==> src/bstap_pkg.sv <==
// Package for the boundary-scan test access port.
// Assumes a single system clock that oversamples the test clock pins.
package bstap_pkg;

    // ------------------------------------------------------------------
    // Instruction register
    // ------------------------------------------------------------------
    localparam int unsigned IR_WIDTH = 3;
    localparam logic [2:0] IR_EXTEST = 3'h0;
    localparam logic [2:0] IR_IDCODE = 3'h1;
    localparam logic [2:0] IR_SAMPLE = 3'h2;
    localparam logic [2:0] IR_CLAMP = 3'h3;
    localparam logic [2:0] IR_HIGHZ = 3'h4;
    localparam logic [2:0] IR_BYPASS = 3'h7;
    localparam logic [2:0] IR_CAPTURE = 3'h1;    // Fixed pattern, low bits 01

    // ------------------------------------------------------------------
    // Data register selection and widths
    // ------------------------------------------------------------------
    localparam logic [1:0] SEL_BYPASS = 2'h0;
    localparam logic [1:0] SEL_BSR = 2'h1;
    localparam logic [1:0] SEL_IDENT = 2'h2;
    localparam int unsigned ID_WIDTH = 32;
    localparam logic BYPASS_CAPTURE = 1'h0;

    // ------------------------------------------------------------------
    // Controller states
    // ------------------------------------------------------------------
    typedef enum logic [3:0] {
        ST_TLR     = 4'hF,
        ST_RTI     = 4'hC,
        ST_SEL_DR  = 4'h7,
        ST_CAP_DR  = 4'h6,
        ST_SH_DR   = 4'h2,
        ST_EX1_DR  = 4'h1,
        ST_PA_DR   = 4'h3,
        ST_EX2_DR  = 4'h0,
        ST_UPD_DR  = 4'h5,
        ST_SEL_IR  = 4'h4,
        ST_CAP_IR  = 4'hE,
        ST_SH_IR   = 4'hA,
        ST_EX1_IR  = 4'h9,
        ST_PA_IR   = 4'hB,
        ST_EX2_IR  = 4'h8,
        ST_UPD_IR  = 4'hD
    } bstap_state_type;

endpackage : bstap_pkg

==> src/bstap_top.sv <==
// Boundary-scan test access port: controller, instruction register,
// bypass, identification and boundary registers, pad output muxing.
// Assumes the test pins and pads are asynchronous to CLK and that CLK
// runs several times faster than the test clock.
//
// Operation
// - Reset state holds identification instruction, normal operation
// - Mode select sampled on rising test clock
// - Select-DR: low to capture, high to select-IR
// - Capture-DR loads selected register; then shift/exit1
// - Shift-DR moves selected register toward output
// - Exit1-DR: high to update, low to pause
// - Pause-DR holds; high goes to exit2
// - Exit2-DR: high to update, low to shift
// - Update-DR falling edge copies shift to latches
// - Select-IR: low to capture, high to reset
// - Capture-IR loads fixed constant; then shift/exit1
// - Shift-IR shifts instruction; current instruction unchanged
// - Exit1-IR low to pause; pause holds while low
// - Exit1/exit2-IR high goes to update-IR
// - Update-IR falling edge latches current instruction
// - Instruction register three bits, shift plus latch
// - Codes: sample 010, bypass 111, extest 000
// - Codes: clamp 011, highz 100, identification 001
// - Sample captures pins, preload shifts without disturbing
// - Bypass uses one stage, normal operation kept
// - Extest drives outputs from boundary latches
// - Clamp holds latched outputs; highz floats outputs
`timescale 1ns/1ps
`default_nettype none

module bstap_top
    import bstap_pkg::*;
#(
    parameter int unsigned          BSR_LEN = 8,
    parameter logic [ID_WIDTH-1:0]  ID_CODE = 32'h1234_5679  // Arbitrary value, LSB must be 1
) (
    input  wire logic               CLK,
    input  wire logic               RST_N,
    input  wire logic               TEST_RESET_N,
    input  wire logic               TEST_CLOCK,
    input  wire logic               TEST_MODE_SELECT,
    input  wire logic               TEST_DATA_IN,
    output logic                    TEST_DATA_OUT,
    output logic                    TEST_DATA_OUT_OE,
    input  wire logic [BSR_LEN-1:0] CORE_OUT,
    input  wire logic [BSR_LEN-1:0] CORE_OE,
    input  wire logic [BSR_LEN-1:0] PAD_IN,
    output logic      [BSR_LEN-1:0] PAD_OUT,
    output logic      [BSR_LEN-1:0] PAD_OE
);

    // ------------------------------------------------------------------
    // Parameter checks
    // ------------------------------------------------------------------
    if (BSR_LEN < 1) begin : g_bad_len
        $error("BSR_LEN must be at least 1");
    end
    if (ID_CODE[0] != 1'b1) begin : g_bad_id
        $error("ID_CODE must have bit 0 set");
    end

    // ------------------------------------------------------------------
    // State record
    // ------------------------------------------------------------------
    typedef struct packed {
        logic                tck_m;
        logic                tck_s;
        logic                tck_p;
        logic                tms_m;
        logic                tms_s;
        logic                tdi_m;
        logic                tdi_s;
        logic                trst_m;
        logic                trst_s;
        logic [BSR_LEN-1:0]  pad_m;
        logic [BSR_LEN-1:0]  pad_s;
        bstap_state_type     st;
        logic [IR_WIDTH-1:0] ir_sh;
        logic [IR_WIDTH-1:0] ir_cur;
        logic                byp;
        logic [ID_WIDTH-1:0] id_sh;
        logic [BSR_LEN-1:0]  bsr_sh;
        logic [BSR_LEN-1:0]  bsr_lat;
        logic                tdo;
        logic                tdo_oe;
        logic [BSR_LEN-1:0]  pad_out;
        logic [BSR_LEN-1:0]  pad_oe;
    } bstap_regs_type;

    bstap_regs_type q;
    bstap_regs_type d;

    logic       tck_rise;
    logic       tck_fall;
    logic [1:0] dr_sel;

    // ------------------------------------------------------------------
    // Controller next state
    // ------------------------------------------------------------------
    function automatic bstap_state_type next_state(input bstap_state_type s,
                                                   input logic tms);
        bstap_state_type n;
        n = s;
        case (s)
            ST_TLR:    n = tms ? ST_TLR : ST_RTI;
            ST_RTI:    n = tms ? ST_SEL_DR : ST_RTI;
            ST_SEL_DR: n = tms ? ST_SEL_IR : ST_CAP_DR;
            ST_CAP_DR: n = tms ? ST_EX1_DR : ST_SH_DR;
            ST_SH_DR:  n = tms ? ST_EX1_DR : ST_SH_DR;
            ST_EX1_DR: n = tms ? ST_UPD_DR : ST_PA_DR;
            ST_PA_DR:  n = tms ? ST_EX2_DR : ST_PA_DR;
            ST_EX2_DR: n = tms ? ST_UPD_DR : ST_SH_DR;
            ST_UPD_DR: n = tms ? ST_SEL_DR : ST_RTI;
            ST_SEL_IR: n = tms ? ST_TLR : ST_CAP_IR;
            ST_CAP_IR: n = tms ? ST_EX1_IR : ST_SH_IR;
            ST_SH_IR:  n = tms ? ST_EX1_IR : ST_SH_IR;
            ST_EX1_IR: n = tms ? ST_UPD_IR : ST_PA_IR;
            ST_PA_IR:  n = tms ? ST_EX2_IR : ST_PA_IR;
            ST_EX2_IR: n = tms ? ST_UPD_IR : ST_SH_IR;
            ST_UPD_IR: n = tms ? ST_SEL_DR : ST_RTI;
            default:   n = ST_TLR;
        endcase
        return n;
    endfunction : next_state

    // ------------------------------------------------------------------
    // Instruction decode to data register
    // ------------------------------------------------------------------
    function automatic logic [1:0] select_dr(input logic [IR_WIDTH-1:0] ir);
        logic [1:0] r;
        r = SEL_BYPASS;
        case (ir)
            IR_SAMPLE: r = SEL_BSR;
            IR_EXTEST: r = SEL_BSR;
            IR_IDCODE: r = SEL_IDENT;
            IR_BYPASS: r = SEL_BYPASS;
            IR_CLAMP:  r = SEL_BYPASS;
            IR_HIGHZ:  r = SEL_BYPASS;
            default:   r = SEL_BYPASS;
        endcase
        return r;
    endfunction : select_dr

    // Test clock edges found from the synchronised level
    assign tck_rise = q.tck_s & ~q.tck_p;
    assign tck_fall = ~q.tck_s & q.tck_p;
    assign dr_sel = select_dr(q.ir_cur);

    // ------------------------------------------------------------------
    // Next-value logic
    // ------------------------------------------------------------------
    always_comb begin
        d = q;
        // Two-stage synchronisers for pins
        d.tck_m = TEST_CLOCK;
        d.tck_s = q.tck_m;
        d.tck_p = q.tck_s;
        d.tms_m = TEST_MODE_SELECT;
        d.tms_s = q.tms_m;
        d.tdi_m = TEST_DATA_IN;
        d.tdi_s = q.tdi_m;
        d.trst_m = TEST_RESET_N;
        d.trst_s = q.trst_m;
        d.pad_m = PAD_IN;
        d.pad_s = q.pad_m;

        if (!q.trst_s) begin
            // Test reset acts without waiting for a test clock edge
            d.st = ST_TLR;
            d.ir_cur = IR_IDCODE;
            d.tdo_oe = 1'b0;
        end else if (tck_rise) begin
            d.st = next_state(q.st, q.tms_s);
            case (q.st)
                ST_CAP_DR: begin
                    // Parallel load of the selected register
                    case (dr_sel)
                        SEL_BSR:   d.bsr_sh = q.pad_s;
                        SEL_IDENT: d.id_sh = ID_CODE;
                        default:   d.byp = BYPASS_CAPTURE;
                    endcase
                end
                ST_SH_DR: begin
                    // Only the selected register moves
                    case (dr_sel)
                        SEL_BSR:   d.bsr_sh = {q.tdi_s, q.bsr_sh[BSR_LEN-1:1]};
                        SEL_IDENT: d.id_sh = {q.tdi_s, q.id_sh[ID_WIDTH-1:1]};
                        default:   d.byp = q.tdi_s;
                    endcase
                end
                ST_CAP_IR: d.ir_sh = IR_CAPTURE;
                ST_SH_IR:  d.ir_sh = {q.tdi_s, q.ir_sh[IR_WIDTH-1:1]};
                default:   d.ir_sh = q.ir_sh;               // Pause and select states hold
            endcase
        end else if (tck_fall) begin
            // Falling edge: output latches and serial output
            case (q.st)
                ST_UPD_DR: begin
                    if (dr_sel == SEL_BSR) begin
                        d.bsr_lat = q.bsr_sh;
                    end
                end
                ST_UPD_IR: d.ir_cur = q.ir_sh;
                default:   d.ir_cur = q.ir_cur;
            endcase
            d.tdo_oe = (q.st == ST_SH_DR) || (q.st == ST_SH_IR);
            if (q.st == ST_SH_IR) begin
                d.tdo = q.ir_sh[0];
            end else begin
                case (dr_sel)
                    SEL_BSR:   d.tdo = q.bsr_sh[0];
                    SEL_IDENT: d.tdo = q.id_sh[0];
                    default:   d.tdo = q.byp;
                endcase
            end
        end

        // Reset state forces the identification instruction
        if (q.st == ST_TLR) begin
            d.ir_cur = IR_IDCODE;
        end

        // Pad muxing from the current instruction
        case (q.ir_cur)
            IR_EXTEST, IR_CLAMP: begin
                d.pad_out = q.bsr_lat;
                d.pad_oe = {BSR_LEN{1'b1}};
            end
            IR_HIGHZ: begin
                d.pad_out = CORE_OUT;
                d.pad_oe = {BSR_LEN{1'b0}};
            end
            default: begin
                d.pad_out = CORE_OUT;
                d.pad_oe = CORE_OE;
            end
        endcase
    end

    // ------------------------------------------------------------------
    // State register
    // ------------------------------------------------------------------
    always_ff @(posedge CLK) begin
        if (!RST_N) begin
            q <= '0;
            q.trst_m <= 1'b1;                               // Test reset pin idles high
            q.trst_s <= 1'b1;
            q.st <= ST_TLR;
            q.ir_cur <= IR_IDCODE;
            q.ir_sh <= IR_CAPTURE;
        end else begin
            q <= d;
        end
    end

    // Outputs straight from the state record
    assign TEST_DATA_OUT = q.tdo;
    assign TEST_DATA_OUT_OE = q.tdo_oe;
    assign PAD_OUT = q.pad_out;
    assign PAD_OE = q.pad_oe;

    // ------------------------------------------------------------------
    // Checks
    // ------------------------------------------------------------------
    property p_test_reset;
        @(posedge CLK) disable iff (!RST_N)
        !q.trst_s |=> (q.st == ST_TLR) && (q.ir_cur == IR_IDCODE);
    endproperty
    a_test_reset: assert property (p_test_reset)
        else $error("test reset did not force reset state");

    property p_sel_dr;
        @(posedge CLK) disable iff (!RST_N)
        (q.trst_s && tck_rise && q.st == ST_SEL_DR)
            |=> (q.st == ($past(q.tms_s) ? ST_SEL_IR : ST_CAP_DR));
    endproperty
    a_sel_dr: assert property (p_sel_dr)
        else $error("select-DR went to the wrong state");

    property p_exit1_dr;
        @(posedge CLK) disable iff (!RST_N)
        (q.trst_s && tck_rise && q.st == ST_EX1_DR && q.tms_s) |=> q.st == ST_UPD_DR;
    endproperty
    a_exit1_dr: assert property (p_exit1_dr)
        else $error("exit1-DR with select high missed update-DR");

    property p_pause_dr;
        @(posedge CLK) disable iff (!RST_N)
        (q.trst_s && q.st == ST_PA_DR && !(tck_rise && q.tms_s))
            |=> (q.st == ST_PA_DR) && $stable(q.bsr_sh) && $stable(q.id_sh);
    endproperty
    a_pause_dr: assert property (p_pause_dr)
        else $error("pause-DR did not hold");

    property p_exit2_dr;
        @(posedge CLK) disable iff (!RST_N)
        (q.trst_s && tck_rise && q.st == ST_EX2_DR && !q.tms_s) |=> q.st == ST_SH_DR;
    endproperty
    a_exit2_dr: assert property (p_exit2_dr)
        else $error("exit2-DR with select low missed shift-DR");

    property p_exit2_ir;
        @(posedge CLK) disable iff (!RST_N)
        (q.trst_s && tck_rise && q.st == ST_EX2_IR)
            |=> (q.st == ($past(q.tms_s) ? ST_UPD_IR : ST_SH_IR));
    endproperty
    a_exit2_ir: assert property (p_exit2_ir)
        else $error("exit2-IR went to the wrong state");

    property p_capture_ir;
        @(posedge CLK) disable iff (!RST_N)
        (q.trst_s && tck_rise && q.st == ST_CAP_IR) |=> q.ir_sh == IR_CAPTURE;
    endproperty
    a_capture_ir: assert property (p_capture_ir)
        else $error("capture-IR did not load the fixed pattern");

    property p_update_ir;
        @(posedge CLK) disable iff (!RST_N)
        (q.trst_s && tck_fall && q.st == ST_UPD_IR) |=> q.ir_cur == $past(q.ir_sh);
    endproperty
    a_update_ir: assert property (p_update_ir)
        else $error("update-IR did not latch the instruction");

    property p_shift_ir_keeps;
        @(posedge CLK) disable iff (!RST_N)
        (q.trst_s && q.st == ST_SH_IR) |=> $stable(q.ir_cur) && $stable(q.bsr_lat);
    endproperty
    a_shift_ir_keeps: assert property (p_shift_ir_keeps)
        else $error("current instruction changed during shift-IR");

    property p_bypass_shift;
        @(posedge CLK) disable iff (!RST_N)
        (q.trst_s && tck_rise && q.st == ST_SH_DR && q.ir_cur == IR_BYPASS)
            |=> q.byp == $past(q.tdi_s);
    endproperty
    a_bypass_shift: assert property (p_bypass_shift)
        else $error("bypass stage did not take the input bit");

    property p_highz;
        @(posedge CLK) disable iff (!RST_N)
        (q.ir_cur == IR_HIGHZ) |=> q.pad_oe == '0;
    endproperty
    a_highz: assert property (p_highz)
        else $error("pads driven under high-impedance instruction");

    property p_extest;
        @(posedge CLK) disable iff (!RST_N)
        (q.ir_cur == IR_EXTEST) |=> (q.pad_out == $past(q.bsr_lat)) && (q.pad_oe == '1);
    endproperty
    a_extest: assert property (p_extest)
        else $error("pads not driven from boundary latches");

endmodule : bstap_top

`default_nettype wire

==> config.mk <==
export PLATFORM = sky130hd
export DESIGN_NAME = bstap_top
export DESIGN_NICKNAME = d
export VERILOG_FILES = /design/src/bstap_pkg.sv /design/src/bstap_top.sv
export SDC_FILE = /design/constraint.sdc
export NUM_CORES = 1
export LEC_CHECK = 0
export BUFFER_PORTS_ARGS = -buffer_cell sky130_fd_sc_hd__buf_2
export CAP_MARGIN = 25
export CORE_MARGIN = 5
export CORE_UTILIZATION = 60
export CTS_CLUSTER_DIAMETER = 150
export DETAILED_ROUTE_END_ITERATION = 16
export HOLD_SLACK_MARGIN = 0.08
export PLACE_DENSITY = 0.82
export SYNTH_ARGS = -nofsm -noshare
export SYNTH_HDL_FRONTEND = slang
export SYNTH_SLANG_ARGS = --single-unit
==> constraint.sdc <==
create_clock -name CLK -period 3.6 [get_ports CLK]
set_input_delay 0.72 -clock CLK [delete_from_list [all_inputs] [get_ports CLK]]
set_output_delay 0.72 -clock CLK [all_outputs]
set_load 0.01 [all_outputs]
**Word level (Yosys, flattened, before mapping)**

Index checks and enable logic that the tools add are counted.

- Register bits after elaboration: 102
- Input bits: 30
- Output and inout bits: 18
- Word-level logic and storage cells: 102

- Eq/ne operators: 27
- Muxes and demuxes: 25
- Bitwise logic cells: 7
- Reduce and logical (&&, ||, !) cells: 21

Operators with widths:

| cell | number |
|---|---|
| 41-bit one-hot mux with 2 select lines | 1 |
| 32-bit 2-to-1 mux | 2 |
| 4-bit one-hot mux with 12 select lines | 1 |
| 4-bit equality test, second input constant | 8 |
| 16-bit one-hot mux with 2 select lines | 1 |
| 5-bit AND reduction | 4 |
| 4-bit by 3-bit equality test with 1-bit output, second input constant | 4 |
| 8-bit 2-to-1 mux | 2 |
| 2-bit 2-to-1 mux | 6 |
| 3-bit 2-to-1 mux | 4 |
| 2-bit inequality test, second input constant | 5 |
| 2-bit OR reduction | 5 |
| 3-bit AND reduction | 3 |
| 4-bit by 2-bit equality test with 1-bit output, second input constant | 2 |
| 3-bit by 2-bit equality test with 1-bit output, second input constant | 2 |
| 3-bit one-hot mux with 2 select lines | 1 |
| 3-bit OR reduction | 2 |
| 1-bit inverter | 5 |
| 4-bit by 1-bit equality test with 1-bit output, second input constant | 1 |
| 4-bit logical NOT | 1 |
| 1-bit 2-to-1 mux | 4 |
| 4-bit 2-to-1 mux | 1 |
| 2-bit one-hot mux with 2 select lines | 1 |
| 2-bit AND reduction | 2 |
| other kinds (10) | 12 |

**Longest topological paths before layout**

- Word-level depth: 7
- Mapped depth: 10
- Gate-level depth less buffers: 8

**Least setup slack after synthesis**

OpenSTA, ideal clock, no wires.

- Path kind: flip-flop to flip-flop
- Start: reg q[68] (netlist bit)
- End: reg q[24] (netlist bit)
- Setup time: 69 ps
- Arrival: 1666 ps
- Required time: 3531 ps
- Slack: 1865 ps
- Stages on the path, launching flop included: 10
- Path buffers: 2
- Clock period less this slack: 1735 ps
- Cell sequence: dfxtp_1 > clkbuf_1 > nor2_1 > nand2_1 > ha_1 > nand3b_1 > nor4_4 > buf_4 > nand3_1 > o21ai_1

- Word-level cells in the longest chain between the ends: 5
- Elaborated cells on any way between the ends: 7
- Classes of those cells: eq/ne: 3; mux: 1; reduce/logical: 3

RTL lines:

| element | RTL line | RTL |
|---|---|---|
| from (decl) | bstap_top.sv:91 | `bstap_regs_type q;` |
| 3-bit by 2-bit equality test with 1-bit output or 3-bit logical NOT (tied branches) | bstap_top.sv:133 | `case (ir)` |
| 2-bit OR reduction (no source line) | - |  |
| 2-bit one-hot mux with 2 select lines * | bstap_top.sv:133 |  |
| 2-bit by 1-bit equality test with 1-bit output * | bstap_top.sv:200 | `if (dr_sel == SEL_BSR) begin` |
| 5-bit AND reduction (no source line) * | - |  |

Every way passes the cells marked *; elsewhere a longest branch is shown, timed or not.
A chain may end at the register's enable or synchronous reset.

**Worst setup path after layout**

- Start: reg q[67] (netlist bit)
- End: reg q[22] (netlist bit)

The elaborated chain is that of the path after synthesis.

==> metrics.md <==
| Metric | Value |
|---|---|
| Crit path launch type | `register` |
| Critical Path AT | `2330 ps` |
| PortBufs | `47` |
| CP max FO | `16` |
| Total number of vias | `3004` |
| Syn_nets | `a little under 500` |
| I/O pin total | `48` |
| Pins Over Slew Limit | `0` |
| Initial antenna violation count | `0` |
| Worst Tran Pin Value | `about 840 ps` |
| CP max-delay cell | `nor4_4` |
| Internal power | `1.472 mW` |
| Final wirelength | `7.193 mm` |
| Synth area leaders | `dfxtp_1, nand2_1, and2_1` |
| Worst-Skew Late Latency | `~360 ps` |
| Die area | `8561 um2` |
| Sw Ratio | `24.81%` |
| Unrepaired setup endpoints after global routing | `false` |
| Clk buf depth | `2` |
| Post-Syn Area | `4086 um2` |
| Layout Nets | `499` |
| CTS tree | `done` |
| FF-to-FF setup slack | `around 1500 ps` |
| Commonest non-fill, non-tap cell in the layout | `dfxtp_1` |
| Combinational power share | `4.6%` |
| VDD IR max | `0.3301 mV` |
| Fin crit period | `2109 ps` |
| Synth Area per Inst | `9.061 um2` |
| Chip Width | `92.53 um` |
| Min-Delay Path Class | `reg2reg` |
| Gr usage total | `16.98%` |
| Most used DFF post-synth | `dfxtp_1` |
| WP buf/inv | `1` |
| Share of the synthesized area in the top cell type | `49.97%` |
| Postcts setup bufs | `0` |
| Setup violation total in the final timing report | `0` |
| Die height | `92.53 um` |
| Largest net degree at the start of global routing | `a little over 60` |
| CP Capture Type | `register` |
| CP top delay family | `simple AND/OR/NAND/NOR gates` |
| Max Cap Viol | `0` |
| Global route overflow | `0` |
| H-tree depth | `3` |
| Clock-pin slew on the worst setup and hold paths | `100 ps` |
| Vias in the first global route | `2790` |
| Cell variety after synth | `42` |
| HPWL after DPL | `4.704 mm` |
| Post-synth top area cell | `dfxtp_1` |
| Leak pwr | `1.643 nW` |
| # rows | `30` |
| WP data required | `3820 ps` |
| Clk root buf | `clkbuf_8` |
| Post_cts resized | `0` |
| Num CTS Buffers | `9` |
| Register area share after synthesis | `49.97%` |
| CP peak stage delay | `570 ps` |
| Share of cells above drive strength 1 | `16.31%` |
| Vias/cell | `5.442` |
| Status | `completed` |
| Clock share of power | `35.8%` |
| Mapped Cells | `451` |
| DRC | `0` |
| Normalized max-slew margin | `around 44%` |
| Finished Layout Cells | `~550` |
| First-pass DRT Iterations | `4` |
| Placer Congestion | `between 0.8 and 0.9` |
| Worst Skew | `between 5 and 6 ps` |
| Crit Path Category | `reg2reg` |
| Antenna viol nets, final | `0` |
| WL per Instance | `13.03 um` |
| Layout area overhead | `6.920%` |
| Most frequent cells in the layout | `dfxtp_1, nand2_1, buf_2` |
| Core Region | `6719 um2` |
| Post-synth EDFFs | `0` |
| Hold buffers post-CTS | `0` |
| Period utilization | `58.60%` |
| Max Clk Rate | `0.4741 GHz` |
| Yosys reg bits | `a little over 100` |
| Post-synth ARST share | `0%` |
| Switching power | `0.4857 mW` |
| Placed Cells | `between 500 and 600` |
| Setup_tns | `0 ps` |
| Initial Utilization | `60.82%` |
| Clock Sinks | `102` |
| Syn. warnings | `0` |
| Fill count | `522` |
| Endpoints failing hold | `0` |
| PwrDens | `448.1 nW/um2` |
| Critical path cell sequence | `or2_2 > inv_1 > ha_1 > nand3b_1 > nor4_4 > o21ai_0` |
| First-pass GRT wire length | `between 10 and 15 mm` |
| DR iter-0 viols | `~200` |
| Register share of total power | `59.6%` |
| # diodes | `0` |
synth_stat cells, types with 2 or more instances:
library cell    n
and3_1          3
buf_4          19
a31oi_1         9
nor3_1         17
nand2_1        50
buf_6           7
o21ai_1         3
clkbuf_1       17
dfxtp_1       102
nor3b_1        13
a21boi_0        3
a311oi_1        2
nand2b_1        4
o21ai_0        27
and2_1         24
mux2i_1        11
inv_1           2
buf_2           3
nor2_1         30
nor2b_1        11
nor3b_2         3
a22oi_1         2
or2_2           2
nand3_1        28
ha_1            2
a21oi_1        27
a21boi_1       15
sequential cells by signal (all words and copies together), names as in the netlist:
name              count
d                    13
PAD_OUT               8
q                    71
TEST_DATA_OUT         1
PAD_OE                8
TEST_DATA_OUT_OE      1
power groups by stage:
stage | Clock [mW] | Sequential (mW) | Combinational [mW]
floorplan | 0 | 1.19 | 0.0751
global placement | 0 | 1.19 | 0.0890
detailed placement | 0 | 1.19 | 0.0909
CTS | 0.714 | 1.17 | 0.0917
global route | 0.758 | 1.17 | 0.101
finish | 0.701 | 1.17 | 0.0906
stage by stage:
stage | cell area, um2 | power [mW] | hold slack, ps | utilization, % | worst slack [ps]
finish | 4369 | 1.958 | 420.9 | 65.03 | 1491
detailed placement | 4144 | 1.283 | 399.3 | 61.68 | 1316
floorplan | 4086 | 1.261 | 386.3 | - | 1865
global placement | 4144 | 1.281 | 391.7 | 61.68 | 1459
CTS | 4342 | 1.972 | 424.6 | 64.62 | 1281
global route | 4369 | 2.029 | 446.9 | 65.03 | 1291
cell type report:
cell class | instances | area (um2) | share of cell area, %
well taps | 80 | 100.1 | 2.291
clock buffers | 9 | 123.9 | 2.835
inverters | 3 | 11.26 | 0.2577
multi-input cells | 300 | 1733 | 39.66
flip-flops and latches | 102 | 2042 | 46.74
repair buffers | 51 | 285.3 | 6.529
clock inverters | 7 | 73.82 | 1.690
kinds of logic (layout without fill, tap and decap cells):
| group | Yosys count | in the layout | share of synthesized area, % |
|---|---|---|---|
| AO/OA/AOI/OAI | 93 | 93 | 13.44 |
| XOR/XNOR | 1 | 1 | 0.2144 |
| adder cells (fa/ha/maj) | 2 | 2 | 0.6123 |
| buffers and inverters | 49 | 70 | 7.624 |
| flip-flops | 102 | 102 | 49.97 |
| multiplexers | 11 | 11 | 2.695 |
| AND/OR/NAND/NOR | 193 | 193 | 25.44 |
final timing paths:
path,cells after the start,to,from
worst max-delay path,6,q[22]$_SDFFE_PN0P_,q[67]$_SDFFE_PP1P_
worst min-delay path,1,q[93]$_SDFF_PN1_,d[93]$_SDFF_PN1_
worst max register to register,6,q[22]$_SDFFE_PN0P_,q[67]$_SDFFE_PP1P_
worst min register to register,1,q[93]$_SDFF_PN1_,d[93]$_SDFF_PN1_
worst reg2reg max path, cell delays in order (launching register included):
cell      delay (ps)
dfxtp_1          440
or2_2            360
inv_1             70
ha_1             210
nand3b_1         140
nor4_4           570
o21ai_0          200
metal layers:
layer / global-route usage, % / wire (um) / share of wire [%]
met5: 0 / 0 / 0
met4: 5.569 / 59 / 0.82
met3: 4.630 / 321 / 4.5
met2: 29.12 / 3584 / 50
met1: 20.57 / 3228 / 45
Note: power is estimated with default switching activity, not from simulation.
